### config.mk
export PLATFORM = sky130hd
export DESIGN_NAME = sarcc_ctrl
export DESIGN_NICKNAME = d
export VERILOG_FILES = /design/src/logic/sarcc_pkg.sv /design/src/logic/sarcc_ctrl.sv /design/src/logic/sarcc_sar.sv
export SDC_FILE = /design/constraint.sdc
export NUM_CORES = 1
export LEC_CHECK = 0
export ABC_AREA = 1
export BUFFER_PORTS_ARGS = -buffer_cell sky130_fd_sc_hd__buf_2
export CAP_MARGIN = 10
export CELL_PAD_IN_SITES_DETAIL_PLACEMENT = 1
export CELL_PAD_IN_SITES_GLOBAL_PLACEMENT = 1
export CORE_ASPECT_RATIO = 0.75
export CORE_UTILIZATION = 29
export CTS_BUF_LIST = sky130_fd_sc_hd__clkbuf_8
export CTS_CLUSTER_DIAMETER = 80
export DETAILED_ROUTE_END_ITERATION = 8
export HOLD_SLACK_MARGIN = 0.02
export PLACE_DENSITY = 0.55
export SLEW_MARGIN = 0
export SYNTH_ARGS = -nofsm -noshare
export SYNTH_HDL_FRONTEND = slang
export SYNTH_SLANG_ARGS = --single-unit
export TNS_END_PERCENT = 100
### constraint.sdc
create_clock -name MCLK -period 2.2 [get_ports MCLK]
set_input_delay 0.44 -clock MCLK [delete_from_list [all_inputs] [get_ports MCLK]]
set_output_delay 0.44 -clock MCLK [all_outputs]
set_load 0.1 [all_outputs]
### src/logic/sarcc_pkg.sv
/*
 * Constants and types shared by the conversion controller and its
 * approximation register. Assumes one 10 MHz system clock (MCLK) and a
 * converter clock pin that is sampled as a plain synchronous input.
 */
// Operation
// trial starts at half scale; MSB kept only when comparator says above
// each decision stores the bit, picks next trial bit, shows code to DAC
// after eight decisions the approximation is copied to the result latch
// at conversion end busy goes high, result readable, DAC back to half
// single-sample variant holds input on third falling clock after read
// multi-sample variant samples input before every one of eight decisions
// a conversion started by a read drives busy low
// slow-memory host holds read low through conversion; result latched at end
// slow-memory end updates latch and drivers so pending read gets new data
// ROM-style read returns old result and starts a new conversion
// read within one clock period after busy rises reads, starts nothing
// ROM-style host must not read while busy is low
// continuous mode converts by itself; reads never start conversions
// continuous mode updates latch at busy rise, or after read ends
// continuous mode stalls with busy high while a read is active
// read during conversion returns previous result intact
// host avoids read edges within 20ns of a falling converter clock
// host starts conversions at equal intervals for equal sample spacing
// slow-memory host must stretch reads at least 10us
// converter clock halved inside; one conversion is 20 pin cycles
// converter clock ignored outside a conversion
// read strobe counts only while chip select is low
// result outputs driven only while chip select and read are low; RESULT_BUS_OE is registered and follows them one MCLK later
package sarcc_pkg;

	// ----------------------------------------------------------------
	// widths and values
	// ----------------------------------------------------------------
	localparam int         RES_W      = 8;
	localparam logic [7:0] HALF_SCALE = 8'h80;
	localparam logic [7:0] RESULT_RST = 8'h00;

	// ----------------------------------------------------------------
	// falling-edge counts of the converter clock pin within a conversion, and samples per conversion
	// ----------------------------------------------------------------
	localparam logic [4:0] EDGE_HOLD     = 5'h03;
	localparam logic [4:0] EDGE_LAST_SMP = 5'h11;
	localparam logic [4:0] EDGE_FIRST_DEC = 5'h04;
	localparam logic [4:0] EDGE_LAST_DEC = 5'h12;
	localparam logic [4:0] EDGE_DONE     = 5'h14;
	localparam logic [3:0] SAMPLES_PER_CONV = 4'h8;

	typedef enum logic [0:0] {
		SARCC_IDLE,
		SARCC_CONV
	} sarcc_state_e;

endpackage

### src/logic/sarcc_ctrl.sv
/*
 * Conversion sequencer and read interface of an 8-bit successive
 * approximation converter. Assumes the comparator output, the converter
 * clock pin and the host strobes are all synchronous to MCLK and that the
 * tri-state result pins are resolved outside from RESULT_BUS_OE.
 */
module sarcc_ctrl
	import sarcc_pkg::*;
(
	input  wire logic                  MCLK,
	input  wire logic                  RST,
	input  wire logic                  CS_N,
	input  wire logic                  RD_N,
	input  wire logic                  CLK_PIN,
	input  wire logic                  MODE,
	input  wire logic                  MULTI_SAMPLE,
	input  wire logic                  COMP_ABOVE,
	output logic                       BUSY_N,
	output logic [sarcc_pkg::RES_W-1:0] TRIAL_CODE,
	output logic                       HOLD,
	output logic                       SAMPLE,
	output logic [sarcc_pkg::RES_W-1:0] RESULT_BUS_O,
	output logic                       RESULT_BUS_OE
);

	typedef struct packed {
		sarcc_state_e     st;
		logic [4:0]       edges;
		logic             clk_prev;
		logic             busy_n;
		logic             hold;
		logic             sample;
		logic             armed;
		logic             window;
		logic             pend;
		logic [RES_W-1:0] done_code;
		logic [RES_W-1:0] latch;
		logic             oe;
	} sarcc_ctrl_s;

	sarcc_ctrl_s s;
	sarcc_ctrl_s next_s;

	logic             rd_act;
	logic             fall;
	logic             cont;
	logic             start;
	logic             done;
	logic             load_half;
	logic             decide;
	logic [4:0]       ne;
	logic [RES_W-1:0] code;

	// ----------------------------------------------------------------
	// decoded inputs
	// ----------------------------------------------------------------
	assign rd_act = !CS_N && !RD_N;
	assign fall   = s.clk_prev && !CLK_PIN;
	assign cont   = MULTI_SAMPLE && !MODE;
	assign ne     = 5'(s.edges + 5'h01);

	// ----------------------------------------------------------------
	// next state
	// ----------------------------------------------------------------
	always_comb begin
		next_s          = s;
		next_s.clk_prev = CLK_PIN;
		next_s.sample   = 1'b0;
		next_s.oe       = rd_act;
		start           = 1'b0;
		done            = 1'b0;
		load_half       = 1'b0;
		decide          = 1'b0;
		if (!rd_act) begin
			next_s.armed = 1'b1;
		end
		if (s.window && fall) begin
			next_s.window = 1'b0;
		end
		// a result held back by a read goes out once the read is over
		if (s.pend && !rd_act) begin
			next_s.latch = s.done_code;
			next_s.pend  = 1'b0;
		end
		unique case (s.st)
			SARCC_IDLE: begin
				if (cont) begin
					start = !rd_act;
				end else begin
					start = rd_act && s.armed && !s.window;
					if (rd_act && s.window) begin
						next_s.armed = 1'b0;
					end
				end
				if (start) begin
					next_s.st     = SARCC_CONV;
					next_s.edges  = 5'h00;
					next_s.busy_n = 1'b0;
					next_s.hold   = 1'b0;
					if (rd_act) begin
						next_s.armed = 1'b0;
					end
				end
			end
			SARCC_CONV: begin
				// the pin clock only counts while converting
				if (fall) begin
					next_s.edges = ne;
					if (!MULTI_SAMPLE && (ne == EDGE_HOLD)) begin
						next_s.hold = 1'b1;
					end
					if (MULTI_SAMPLE && ne[0] && (ne >= EDGE_HOLD)
						&& (ne <= EDGE_LAST_SMP)) begin
						next_s.sample = 1'b1;
					end
					if (!ne[0] && (ne >= EDGE_FIRST_DEC)
						&& (ne <= EDGE_LAST_DEC)) begin
						decide = 1'b1;
					end
					if (ne == EDGE_DONE) begin
						done             = 1'b1;
						load_half        = 1'b1;
						next_s.st        = SARCC_IDLE;
						next_s.busy_n    = 1'b1;
						next_s.hold      = 1'b0;
						next_s.window    = !cont;
						next_s.done_code = code;
						if (cont && rd_act) begin
							next_s.pend = 1'b1;
						end else begin
							next_s.latch = code;
						end
					end
				end
			end
		endcase
	end

	always_ff @(posedge MCLK or posedge RST) begin
		if (RST) begin
			s.st        <= SARCC_IDLE;
			s.edges     <= 5'h00;
			s.clk_prev  <= 1'b0;
			s.busy_n    <= 1'b1;
			s.hold      <= 1'b0;
			s.sample    <= 1'b0;
			s.armed     <= 1'b0;
			s.window    <= 1'b0;
			s.pend      <= 1'b0;
			s.done_code <= RESULT_RST;
			s.latch     <= RESULT_RST;
			s.oe        <= 1'b0;
		end else begin
			s <= next_s;
		end
	end

	sarcc_sar u_sar (
		.clk       (MCLK),
		.rst       (RST),
		.load_half (load_half),
		.decide    (decide),
		.above     (COMP_ABOVE),
		.code      (code)
	);

	assign BUSY_N        = s.busy_n;
	assign TRIAL_CODE    = code;
	assign HOLD          = s.hold;
	assign SAMPLE        = s.sample;
	assign RESULT_BUS_O  = s.latch;
	assign RESULT_BUS_OE = s.oe;

	// ----------------------------------------------------------------
	// checks
	// ----------------------------------------------------------------
	logic [4:0] chk_falls;
	logic [3:0] chk_samples;

	always_ff @(posedge MCLK or posedge RST) begin
		if (RST) begin
			chk_falls   <= 5'h00;
			chk_samples <= 4'h0;
		end else if (start) begin
			chk_falls   <= 5'h00;
			chk_samples <= 4'h0;
		end else begin
			if (!s.busy_n && fall) begin
				chk_falls <= 5'(chk_falls + 5'h01);
			end
			if (s.sample) begin
				chk_samples <= 4'(chk_samples + 4'h1);
			end
		end
	end
endmodule // sarcc_ctrl

### src/logic/sarcc_sar.sv
/*
 * Successive-approximation register: trial code for the DAC and the
 * one-hot pointer to the bit under trial. Assumes the controller pulses
 * load_half and decide for one cycle each and never both at once.
 */
module sarcc_sar
	import sarcc_pkg::*;
(
	input  wire logic             clk,
	input  wire logic             rst,
	input  wire logic             load_half,
	input  wire logic             decide,
	input  wire logic             above,
	output logic [sarcc_pkg::RES_W-1:0] code
);

	typedef struct packed {
		logic [RES_W-1:0] code;
		logic [RES_W-1:0] mask;
	} sarcc_sar_s;

	sarcc_sar_s s;
	sarcc_sar_s next_s;

	// ----------------------------------------------------------------
	// next state
	// ----------------------------------------------------------------
	always_comb begin
		next_s = s;
		if (load_half) begin
			next_s.code = HALF_SCALE;
			next_s.mask = HALF_SCALE;
		end else if (decide && (s.mask != '0)) begin
			// keep the bit under trial only when the input is above it
			next_s.mask = s.mask >> 1;
			next_s.code = (above ? s.code : (s.code & ~s.mask))
				| (s.mask >> 1);
		end
	end

	always_ff @(posedge clk or posedge rst) begin
		if (rst) begin
			s.code <= HALF_SCALE;
			s.mask <= HALF_SCALE;
		end else begin
			s <= next_s;
		end
	end

	assign code = s.code;

endmodule // sarcc_sar

==> load_flow_metrics.sql, run 1 <==
INSERT INTO impl_metrics (metric_group, metric, value, unit) VALUES
('run_status', 'run_status', 'finished, final reports clean', ''),
('timing', 'hold_viol', '0', ''),
('final_layout', 'most_common_cell_after_layout_fill_and_taps_aside', 'sky130_fd_sc_hd__nand2_1', ''),
('clocking', 'clk_transition_reported_paths', '0.09', 'ns'),
('global_route', 'gr-usage-all-layers', '13.80', '%'),
('yosys', 'ys_warn_count', '0', ''),
('clocking', 'count_of_h_tree_levels_built_during_cts', '2', ''),
('worst_hold_path', 'hold-path-cell-count', '1', ''),
('worst_setup_path', 'timing.setup.critical_path_class', 'reg2reg', ''),
('timing', 'report.final.slew_viol_count', '0', ''),
('yosys', 'ys_seq_elements', '46', ''),
('clocking', 'cts_hold_repair.buffers', '0', ''),
('clocking', 'cts_buffer_depth', '2', ''),
('clocking', 'cts_tree', 'built', ''),
('global_route', 'antenna_found_initial', '0', ''),
('yosys', 'yosys.cell_types.count', '25', ''),
('final_layout', 'multi_input_gate_area_in_the_final_layout', '868.3', 'um2'),
('worst_setup_path', 'cpMaxStageDelayCell', 'sky130_fd_sc_hd__dfrtp_1', ''),
('worst_setup_path', 'cp_data_arrival_time', '2.11', 'ns'),
('final_layout', 'layout_common_cells', 'sky130_fd_sc_hd__nand2_1 (88), sky130_fd_sc_hd__dfrtp_1 (43), sky130_fd_sc_hd__o21ai_0 (35), sky130_fd_sc_hd__inv_1 (31), sky130_fd_sc_hd__buf_2 (27)', ''),
('yosys', 'number_of_enable_flip_flop_cells_after_synthesis', '0', ''),
('worst_setup_path', 'r2r.worst_path.cells', '10', ''),
('worst_setup_path', 'crit_start', 's[24]', ''),
('timing', 'final_min_period_over_clock_period', '87.61', '%'),
('final_layout', 'insertedDiodeCount', '0', ''),
('drt', 'wire_per_inst', '13.11', 'um'),
('final_layout', 'final_nets', '311', ''),
('worst_setup_path', 'worst_path_largest_cell_delay', '0.44', 'ns'),
('final_layout', 'layoutNonFillerInstCount', '401', ''),
('clocking', 'post_cts.resized_instances', '0', ''),
('worst_setup_path', 'r2r_start', 's[24]', ''),
('drt', 'drt.antenna.violating_nets', '0', ''),
('clocking', 'cts_num_sinks', '46', ''),
('pwr', 'static-leakage-power', '0.001297', 'uW'),
('worst_setup_path', 'path_cells', 'ha_1 > inv_1 > nand2_1 > nand2_2 > nor2_2 > nand3_2 > nor2_2 > inv_2 > nand2_1 > o21ai_0', ''),
('timing', 'min_period', '1.927', 'ns'),
('worst_hold_path', 'start_point_of_the_worst_hold_path', 'CLK_PIN', ''),
('placed_design', 'port_buffers', '27', ''),
('placed_design', 'place_congestion', '0.7997', ''),
('placed_design', 'place_inst', '393', ''),
('worst_hold_path', 'worstHoldEndpoint', 's[23]', ''),
('timing', 'timing.final.setup_violations', '0', ''),
('drt', 'first_iter_violations', '31', ''),
('die', 'i_o_pins', '28', ''),
('final_layout', 'drive_gt1_share', '17.33', '%'),
('yosys', 'synthesis.nets', '297', ''),
('drt', 'routed_wire_length', '5257', 'um'),
('placed_design', 'dp_hpwl', '3799', 'um'),
('drt', 'drt_drc_violations_left', '0', ''),
('placed_design', 'post-place-ws', '0.2712', 'ns'),
('timing', 'achievable-frequency', '518.8', 'MHz'),
('timing', 'final.setup.worst_slack', '0.2726', 'ns'),
('yosys', 'synth_async_sr_flop_share', '100.0', '%'),
('final_layout', 'layout-area-overhead-vs-synth', '9.091', '%'),
('yosys', 'syn_area', '2326', 'um2'),
('worst_setup_path', 'worst_setup_slack_for_register_to_register_paths', '0.27', 'ns'),
('worst_setup_path', 'start_kind', 'register', ''),
('final_layout', 'fill_cells', '940', ''),
('die', 'initial_utilization', '30.88', '%'),
('clocking', 'cts_made_buffers', '5', ''),
('die', 'core_area', '7533', 'um2'),
('drt', 'drt_pre_antenna_iters', '4', ''),
('timing', 'grt_setup_unrepaired', 'no', ''),
('drt', 'routed-via-count', '1741', ''),
('worst_setup_path', 'crit_path_end_kind', 'register', ''),
('timing', 'hold_slack', '0.2528', 'ns'),
('timing', 'clock_tree_skew_after_final_layout', '0.006887', 'ns'),
('pwr', 'design_power_total', '3920', 'uW'),
('worst_setup_path', 'worst_path_dominant_cell_family', 'simple AND/OR/NAND/NOR gates', ''),
('timing', 'maxSlewHeadroom', '59.30', '%'),
('die', 'die_height', '79.56', 'um');
power breakdown:
part | total, uW | internal, uW | switching (uW)
clock network | 634 | 335 | 299
registers | 1370 | 1130 | 240
logic | 1920 | 362 | 1550
total | 3920 | 1830 | 2090
worst max-delay path by stage:
stage | slack [ns] | cells after the start | end
2_1_floorplan | 0.56 | 11 | u_sar.code[0]
3_3_place_gp | 0.35 | 7 | s[24]
3_5_place_dp | 0.27 | 10 | u_sar.s[2]
4_1_cts | 0.26 | 10 | s[17]
5_1_grt | 0.04 | 8 | u_sar.s[2]
6_report | 0.27 | 10 | u_sar.s[2]
registers in the layout (all words and copies together) (netlist names), named ones only:
register       cells
HOLD               1
u_sar.s            8
u_sar.code         8
s                 17
RESULT_BUS_OE      1
RESULT_BUS_O       8
BUSY_N             1
SAMPLE             1
kinds of logic after synthesis:
logic type | synth area share (%)
flops | 49.65
buf+inv | 13.02
compound gates | 9.145
fa+ha+maj | 2.152
simple gates | 26.04
metrics by stage:
stage,util [%],cell area (um2)
after floorplan,-,2326
after global placement,32.22,2427
after detailed placement,32.22,2427
after CTS,33.68,2537
after global routing,33.68,2537
final,33.68,2537
layer usage:
layer | wire [um] | vias to the layer above | GRT usage, %
li1 | - | 916 | -
met1 | 2929 | 802 | 20.54
met2 | 2150 | 18 | 20.33
met3 | 142 | 5 | 2.694
met4 | 34 | 0 | 3.380
met5 | 0 | - | 0
synth_stat cells, types with 2 or more instances:
cell type                 count  area (um2)
sky130_fd_sc_hd__buf_2        2       10.01
sky130_fd_sc_hd__buf_4       16       120.1
sky130_fd_sc_hd__buf_6        4       45.04
sky130_fd_sc_hd__dfrtp_1     43        1076
sky130_fd_sc_hd__dfstp_2      3       78.83
sky130_fd_sc_hd__ha_1         4       50.05
sky130_fd_sc_hd__inv_1       31       116.4
sky130_fd_sc_hd__inv_2        3       11.26
sky130_fd_sc_hd__nand2_1     88       330.3
sky130_fd_sc_hd__nand2_2      3       18.77
sky130_fd_sc_hd__nand3_1     21       105.1
sky130_fd_sc_hd__nand4_1      5       31.28
sky130_fd_sc_hd__nor2_1      13       48.80
sky130_fd_sc_hd__nor2_2       2       12.51
sky130_fd_sc_hd__o21ai_0     35       175.2
sky130_fd_sc_hd__o22ai_1      3       18.77
final cells by class:
class	count	area share [%]
Clock buffer	5	2.712
Clock inverter	3	1.627
Inverter	34	5.030
Multi-Input combinational cell	183	34.22
Sequential cell	46	45.51
Tap cell	101	4.980
Timing Repair Buffer	29	5.917
worst reg2reg max path, stage by stage, from the launching register on:
cell,delay (ns)
sky130_fd_sc_hd__dfrtp_1,0.44
sky130_fd_sc_hd__ha_1,0.28
sky130_fd_sc_hd__inv_1,0.07
sky130_fd_sc_hd__nand2_1,0.07
sky130_fd_sc_hd__nand2_2,0.09
sky130_fd_sc_hd__nor2_2,0.10
sky130_fd_sc_hd__nand3_2,0.12
sky130_fd_sc_hd__nor2_2,0.18
sky130_fd_sc_hd__inv_2,0.14
sky130_fd_sc_hd__nand2_1,0.21
sky130_fd_sc_hd__o21ai_0,0.13
Note: power is estimated with default switching activity, not from simulation.
==> run 2, diff against run 1 <==
--- a/config.mk
+++ b/config.mk
@@ -16,7 +16,7 @@
 export CTS_CLUSTER_DIAMETER = 80
 export DETAILED_ROUTE_END_ITERATION = 8
 export HOLD_SLACK_MARGIN = 0.02
-export PLACE_DENSITY = 0.55
+export PLACE_DENSITY = 0.57
 export SLEW_MARGIN = 0
 export SYNTH_ARGS = -nofsm -noshare
 export SYNTH_HDL_FRONTEND = slang
==> constraint.sdc (replaced) <==
create_clock -name MCLK -period 1.74 [get_ports MCLK]
set_input_delay 0.348 -clock MCLK [delete_from_list [all_inputs] [get_ports MCLK]]
set_output_delay 0.348 -clock MCLK [all_outputs]
set_load 0.1 [all_outputs]
==> run 2 against run 1 <==
- critical path depth shrank 9
- utilization grew 2.7 points
- sequential power grew 26%
- sequential share of layout area shrank 3.3 points
- highest routed layer unchanged
- largest cell class unchanged
==> load_flow_metrics.sql, run 2 (synthesis results as in run 1) <==
INSERT INTO impl_metrics (metric_group, metric, value, unit) VALUES
('final_layout', 'regMostFlops', 's', ''),
('drt', 'first_iter_violations', '56', ''),
('worst_setup_path', 'crit_path_max_fanout', '4', ''),
('clocking', 'clock-root-buffer', 'sky130_fd_sc_hd__clkbuf_8', ''),
('pwr', 'power.density_cell_area', '1860', 'nW/um2'),
('final_layout', 'drive_gt1_share', '22.47', '%'),
('worst_setup_path', 'start_kind', 'register', ''),
('worst_setup_path', 'cp_data_arrival_time', '1.31', 'ns'),
('drt', 'wire_per_inst', '13.28', 'um'),
('placed_design', 'place_congestion', '0.7545', ''),
('final_layout', 'final_nets', '327', ''),
('final_layout', 'final_design_area_no_fill', '2738', 'um2'),
('final_layout', 'largest_register_ff_count', '17', ''),
('job', 'cap_viol_max_count', '0', ''),
('final_layout', 'ff_latch_area', '1155', 'um2'),
('drt', 'vias_per_cell', '4.444', ''),
('global_route', 'gr-usage-all-layers', '14.31', '%'),
('die', 'initial_utilization', '30.88', '%'),
('timing', 'setup-tns-final', '0', 'ns'),
('timing', 'hold_viol', '0', ''),
('global_route', 'grt_first_pass_wirelength', '9356', 'um'),
('drt', 'drt_drc_violations_left', '0', ''),
('timing', 'clock_tree_skew_after_final_layout', '0.004142', 'ns'),
('clocking', 'cts_buffer_depth', '2', ''),
('die', 'die_height', '79.56', 'um'),
('die', 'core_area', '7533', 'um2'),
('global_route', 'maximum_number_of_pins_on_one_net_before_global_route_repair', '47', ''),
('final_layout', 'fill_cells', '925', ''),
('global_route', 'globalRoute.totalOverflow', '0', ''),
('placed_design', 'dp_hpwl', '3989', 'um'),
('final_layout', 'layout-area-overhead-vs-synth', '17.70', '%'),
('clocking', 'cts_num_sinks', '46', ''),
('die', 'fp-row-count', '27', ''),
('clocking', 'cts_tree', 'built', ''),
('placed_design', 'port_buffers', '27', ''),
('global_route', 'first_global_vias', '1847', ''),
('run_status', 'run_status', 'finished, final reports clean', ''),
('timing', 'grt_setup_unrepaired', 'yes', ''),
('worst_setup_path', 'critical_path_buf_inv_count', '1', ''),
('worst_setup_path', 'timing.setup.critical_path_class', 'reg2out', ''),
('die', 'x_dimension_of_the_die', '105.4', 'um'),
('timing', 'timing.final.setup_violations', '0', ''),
('worst_setup_path', 'crit_path_end_kind', 'output port', ''),
('worst_setup_path', 'worst_path_dominant_cell_family', 'flip-flops', ''),
('worst_setup_path', 'crit_required', '1.39', 'ns'),
('timing', 'achievable-frequency', '603.9', 'MHz'),
('clocking', 'cts_hold_repair.buffers', '0', ''),
('global_route', 'antenna_found_initial', '0', ''),
('worst_setup_path', 'cpMaxStageDelayCell', 'sky130_fd_sc_hd__dfstp_2', ''),
('worst_setup_path', 'r2r_start', 's[24]', ''),
('final_layout', 'layout_common_cells', 'sky130_fd_sc_hd__nand2_1 (85), sky130_fd_sc_hd__dfrtp_1 (43), sky130_fd_sc_hd__o21ai_0 (33), sky130_fd_sc_hd__inv_1 (32), sky130_fd_sc_hd__buf_2 (27)', ''),
('placed_design', 'place_inst', '405', ''),
('drt', 'drt_pre_antenna_iters', '5', ''),
('worst_setup_path', 'r2r.worst_path.cells', '10', ''),
('worst_hold_path', 'timing.hold.worst.class', 'in2async', ''),
('timing', 'maxSlewHeadroom', '67.53', '%'),
('final_layout', 'final_util', '36.34', '%'),
('worst_setup_path', 'crit-reg2reg-capture', 'u_sar.code[3]', ''),
('timing', 'min_period', '1.656', 'ns'),
('final_layout', 'most_common_cell_after_layout_fill_and_taps_aside', 'sky130_fd_sc_hd__nand2_1', ''),
('pwr', 'static-leakage-power', '0.001395', 'uW'),
('drt', 'drt.antenna.violating_nets', '0', ''),
('worst_setup_path', 'worst_path_largest_cell_delay', '0.57', 'ns'),
('die', 'dieArea', '8386', 'um2'),
('clocking', 'cts_made_buffers', '5', ''),
('clocking', 'clk_transition_reported_paths', '0.09', 'ns'),
('pwr', 'max-vdd-ir-drop', '0.8337', 'mV'),
('pwr', 'design_power_total', '5091', 'uW'),
('die', 'i_o_pins', '28', ''),
('worst_setup_path', 'worst_setup_slack_for_register_to_register_paths', '0.11', 'ns'),
('final_layout', 'multi_input_gate_area_in_the_final_layout', '907.1', 'um2'),
('final_layout', 'insertedDiodeCount', '0', ''),
('clocking', 'count_of_h_tree_levels_built_during_cts', '2', ''),
('placed_design', 'post_dp_cell_area', '2542', 'um2'),
('clocking', 'worstSkewPairLatency', '0.30', 'ns'),
('drt', 'routed-via-count', '1853', ''),
('timing', 'report.final.slew_viol_count', '0', ''),
('timing', 'max_slew.worst_pin.slew', '0.4904', 'ns'),
('drt', 'routed_wire_length', '5538', 'um'),
('worst_setup_path', 'path_cells', 'buf_2', ''),
('timing', 'final_min_period_over_clock_period', '95.17', '%'),
('final_layout', 'layoutNonFillerInstCount', '417', '');
-- run 2: cell types whose count changed in the layout (fill, tap and decap cells not counted), moves of 2 or more --
cell | previous run | this run
sky130_fd_sc_hd__buf_4 | 2 | 15
sky130_fd_sc_hd__nand2_1 | 88 | 85
sky130_fd_sc_hd__buf_12 | 0 | 2
sky130_fd_sc_hd__nand2_2 | 3 | 5
sky130_fd_sc_hd__o21ai_0 | 35 | 33
sky130_fd_sc_hd__o21ai_1 | 1 | 3
-- run 2: cell type report --
class | instances | area share, %
Tap cell | 101 | 4.616
Inverter | 34 | 4.753
Multi-Input combinational cell | 183 | 33.14
Clock inverter | 3 | 1.371
Timing Repair Buffer | 45 | 11.43
Sequential cell | 46 | 42.18
Clock buffer | 5 | 2.514
-- run 2: routing by layer --
| layer | global-route usage, % | routed length [um] | vias to the layer above |
|---|---|---|---|
| li1 | - | - | 948 |
| met1 | 21.29 | 3096 | 879 |
| met2 | 20.33 | 2230 | 21 |
| met3 | 3.347 | 166 | 5 |
| met4 | 4.225 | 44 | 0 |
| met5 | 0 | 0 | - |
-- run 2: what timing repair did --
| item | 4_1_cts | 5_1_grt |
|---|---|---|
| pin swaps | 0 | 1 |
| setup endpoints to repair | 8 | 24 |
| gates resized for setup | 2 | 10 |
| buffers inserted | 0 | 3 |
| cloned | 0 | 1 |
-- run 2: stage by stage --
stage / setup WS [ns] / hold WS, ns
6_report: 0.08406 / 0.05969
5_1_grt: -0.03467 / 0.07345
4_1_cts: 0.03075 / 0.07697
3_5_place_dp: -0.03708 / 0.4078
3_3_place_gp: 0.01895 / 0.4094
2_1_floorplan: 0.1031 / 0.3794
-- run 2: worst max path at each step --
stage                        startpoint              end  slack [ns]  cells after the start
after global placement            s[24]  RESULT_BUS_O[2]        0.02                     10
after detailed placement          s[24]  RESULT_BUS_O[5]       -0.04                     10
final                     u_sar.code[7]    TRIAL_CODE[7]        0.08                      1
after CTS                         s[24]       u_sar.s[2]        0.03                     10
after floorplan                   s[24]    u_sar.code[0]        0.10                     11
after global routing              s[24]    u_sar.code[5]       -0.03                     11
-- run 2: report_power, final --
part / switching [uW] / total [uW] / internal, uW
Sequential: 295 / 1720 / 1430
Clock: 375 / 794 / 419
Combinational: 2030 / 2570 / 544
Total: 2700 / 5090 / 2390
==> run 3, diff against run 2 <==
--- a/config.mk
+++ b/config.mk
@@ -11,12 +11,13 @@
 export CELL_PAD_IN_SITES_DETAIL_PLACEMENT = 1
 export CELL_PAD_IN_SITES_GLOBAL_PLACEMENT = 1
 export CORE_ASPECT_RATIO = 0.75
-export CORE_UTILIZATION = 29
+export CORE_UTILIZATION = 40
 export CTS_BUF_LIST = sky130_fd_sc_hd__clkbuf_8
 export CTS_CLUSTER_DIAMETER = 80
 export DETAILED_ROUTE_END_ITERATION = 8
-export HOLD_SLACK_MARGIN = 0.02
-export PLACE_DENSITY = 0.57
+export HOLD_SLACK_MARGIN = 0.06
+export PLACE_DENSITY = 0.75
+export RECOVER_POWER = 100
 export SLEW_MARGIN = 0
 export SYNTH_ARGS = -nofsm -noshare
 export SYNTH_HDL_FRONTEND = slang
==> run 3 against run 2 <==
- maximum frequency decreased by 0.23%
- final area decreased by 1.6%
- critical endpoint is now RESULT_BUS_O[4]
- clock power decreased by 15%
- hold slack improved by 0.10 ns
- combinational power about the same
==> load_flow_metrics.sql, run 3 (synthesis results as in run 1) <==
INSERT INTO impl_metrics (metric_group, metric, value, unit) VALUES
('run_status', 'run_status', 'finished, final reports clean', ''),
('placed_design', 'place_congestion', '0.8032', ''),
('final_layout', 'largest_register_ff_count', '17', ''),
('drt', 'routed-via-count', '1888', ''),
('drt', 'drt_drc_violations_left', '0', ''),
('timing', 'achievable-frequency', '602.5', 'MHz'),
('timing', 'hold_viol', '0', ''),
('drt', 'vias_per_cell', '4.804', ''),
('clocking', 'cts_tree', 'built', ''),
('pwr', 'share_clk_of_total_power', '13.5', '%'),
('final_layout', 'final_util', '49.29', '%'),
('pwr', 'max-vdd-ir-drop', '0.7489', 'mV'),
('clocking', 'worstSkewPairLatency', '0.31', 'ns'),
('pwr', 'sequentialPowerShare', '34.4', '%'),
('clocking', 'cts_made_buffers', '5', ''),
('pwr', 'power.density_cell_area', '1847', 'nW/um2'),
('final_layout', 'insertedDiodeCount', '0', ''),
('pwr', 'net-switching-power', '2711', 'uW'),
('die', 'x_dimension_of_the_die', '90.05', 'um'),
('timing', 'report.final.slew_viol_count', '0', ''),
('timing', 'maxSlewHeadroom', '56.13', '%'),
('final_layout', 'drive_gt1_share', '22.33', '%'),
('worst_setup_path', 'cp_data_arrival_time', '1.90', 'ns'),
('final_layout', 'final_design_area_no_fill', '2695', 'um2'),
('die', 'core_area', '5468', 'um2'),
('global_route', 'maximum_number_of_pins_on_one_net_before_global_route_repair', '22', ''),
('final_layout', 'layout_common_cells', 'sky130_fd_sc_hd__nand2_1 (86), sky130_fd_sc_hd__dfrtp_1 (43), sky130_fd_sc_hd__o21ai_0 (35), sky130_fd_sc_hd__inv_1 (31), sky130_fd_sc_hd__buf_2 (24)', ''),
('pwr', 'fraction_of_power_spent_switching_nets', '54.45', '%'),
('timing', 'min_period', '1.660', 'ns'),
('drt', 'routed_wire_length', '5244', 'um'),
('pwr', 'p_int', '2268', 'uW'),
('timing', 'hold_slack', '0.1613', 'ns'),
('die', 'i_o_pins', '28', ''),
('worst_setup_path', 'worst_setup_slack_for_register_to_register_paths', '0.08', 'ns'),
('placed_design', 'post_dp_cell_area', '2537', 'um2'),
('worst_setup_path', 'r2r_start', 's[25]', ''),
('worst_setup_path', 'r2r.worst_path.cells', '10', ''),
('timing', 'final_min_period_over_clock_period', '95.39', '%'),
('drt', 'top_signal_layer_used', 'met4', ''),
('timing', 'max_slew.worst_pin.slew', '0.6573', 'ns'),
('final_layout', 'regMostFlops', 's', ''),
('placed_design', 'dp_hpwl', '3926', 'um'),
('pwr', 'static-leakage-power', '0.001379', 'uW'),
('drt', 'first_iter_violations', '84', ''),
('clocking', 'cts_buffer_depth', '2', ''),
('drt', 'met1Wirelength', '2644', 'um'),
('worst_setup_path', 'crit_path_end_kind', 'register', ''),
('die', 'fp-row-count', '23', ''),
('worst_setup_path', 'crit_path_max_fanout', '18', ''),
('placed_design', 'port_buffers', '27', ''),
('drt', 'route.met2.wl', '2362', 'um'),
('global_route', 'first_global_vias', '1861', ''),
('worst_setup_path', 'crit_required', '1.98', 'ns'),
('job', 'cap_viol_max_count', '0', ''),
('worst_setup_path', 'timing.setup.critical_path_class', 'reg2reg', ''),
('die', 'dieArea', '6127', 'um2'),
('final_layout', 'most_common_cell_after_layout_fill_and_taps_aside', 'sky130_fd_sc_hd__nand2_1', ''),
('die', 'initial_utilization', '42.54', '%'),
('worst_setup_path', 'crit-reg2reg-capture', 'RESULT_BUS_O[4]', ''),
('global_route', 'globalRoute.totalOverflow', '0', ''),
('final_layout', 'final_nets', '329', ''),
('clocking', 'clock-root-buffer', 'sky130_fd_sc_hd__clkbuf_8', ''),
('timing', 'clock_tree_skew_after_final_layout', '0.009319', 'ns'),
('drt', 'drt.antenna.violating_nets', '0', ''),
('clocking', 'clk_transition_reported_paths', '0.10', 'ns'),
('worst_setup_path', 'start_kind', 'register', ''),
('clocking', 'cts_num_sinks', '46', ''),
('clocking', 'count_of_h_tree_levels_built_during_cts', '2', ''),
('timing', 'timing.final.setup_violations', '0', ''),
('global_route', 'antenna_found_initial', '0', ''),
('global_route', 'gr-usage-all-layers', '18.97', '%'),
('timing', 'setup-tns-final', '0', 'ns'),
('worst_hold_path', 'timing.hold.worst.class', 'in2reg', ''),
('global_route', 'grt_first_pass_wirelength', '8997', 'um'),
('worst_setup_path', 'critical_path.endpoint', 'RESULT_BUS_O[4]', ''),
('pwr', 'power_frac_comb', '52.1', '%'),
('drt', 'wire_per_inst', '13.34', 'um'),
('die', 'die_height', '68.04', 'um'),
('drt', 'drt_pre_antenna_iters', '4', ''),
('worst_setup_path', 'crit_start', 's[25]', ''),
('final_layout', 'layout-area-overhead-vs-synth', '15.87', '%'),
('drt', 'met3_length', '182', 'um');
run 3: cell types whose count changed in the layout (fill, tap and decap cells not counted), moves of 2 or more:
cell	before	now
sky130_fd_sc_hd__clkbuf_2	0	4
sky130_fd_sc_hd__buf_2	27	24
sky130_fd_sc_hd__buf_4	15	13
sky130_fd_sc_hd__o21ai_0	33	35
sky130_fd_sc_hd__o21ai_1	3	1
run 3: worst min path at each step:
| stage | cells after the start | slack (ns) | end | from |
|---|---|---|---|---|
| 2_1_floorplan | 0 | 0.38 | s[23] | CLK_PIN |
| 3_3_place_gp | 2 | 0.34 | RESULT_BUS_OE | RST |
| 3_5_place_dp | 2 | 0.34 | s[17] | RST |
| 4_1_cts | 1 | 0.15 | s[23] | CLK_PIN |
| 5_1_grt | 1 | 0.15 | s[23] | CLK_PIN |
| 6_report | 1 | 0.16 | s[23] | CLK_PIN |
run 3: layout make-up:
type,instances,area (um2)
repair buffers,47,322.8
inverters,34,130.1
clock inverters,3,21.27
clock buffers,5,68.82
fillers,704,2773
flip-flops and latches,46,1155
well taps,75,93.84
multi-input cells,183,903.4
run 3: power by group through the flow:
stage,combinational (uW),sequential [uW],clock [uW]
finish,2590,1710,674
global route,2820,1760,732
CTS,2580,1710,695
detailed placement,2570,1730,0
global placement,2520,1710,0
floorplan,2140,1810,0
run 3: stage by stage:
| step | std cells | setup slack (ns) | total power, uW |
|---|---|---|---|
| CTS | 390 | 0.005137 | 4981 |
| finish | 393 | 0.08021 | 4979 |
| global route | 393 | -0.02620 | 5315 |
| floorplan | 285 | 0.1031 | 3952 |
| global placement | 381 | 0.07390 | 4232 |
| detailed placement | 381 | -0.01462 | 4295 |
run 3: worst max-delay path, cell delays in order (launching register included):
cell                      delay, ns
sky130_fd_sc_hd__dfrtp_1       0.43
sky130_fd_sc_hd__ha_4          0.19
sky130_fd_sc_hd__nand2_1       0.08
sky130_fd_sc_hd__nand2_2       0.10
sky130_fd_sc_hd__nor2_2        0.13
sky130_fd_sc_hd__nand3_4       0.10
sky130_fd_sc_hd__nor2_4        0.12
sky130_fd_sc_hd__buf_6         0.15
sky130_fd_sc_hd__buf_12        0.14
sky130_fd_sc_hd__nand3_1       0.07
sky130_fd_sc_hd__nand2_1       0.08
run 3: layer usage:
layer | GRT usage [%] | vias up
li1 | - | 955
met1 | 26.35 | 898
met2 | 30.34 | 30
met3 | 3.667 | 5
met4 | 6.048 | 0
met5 | 0 | -
run 3: timing repair:
action / 4_1_cts / 5_1_grt
hold endpoints to repair: 14 / 0
buffers inserted: 0 / 3
hold buffers: 1 / 0
resized for setup: 1 / 9
endpoints found under the setup margin: 9 / 27
pin swaps: 0 / 1
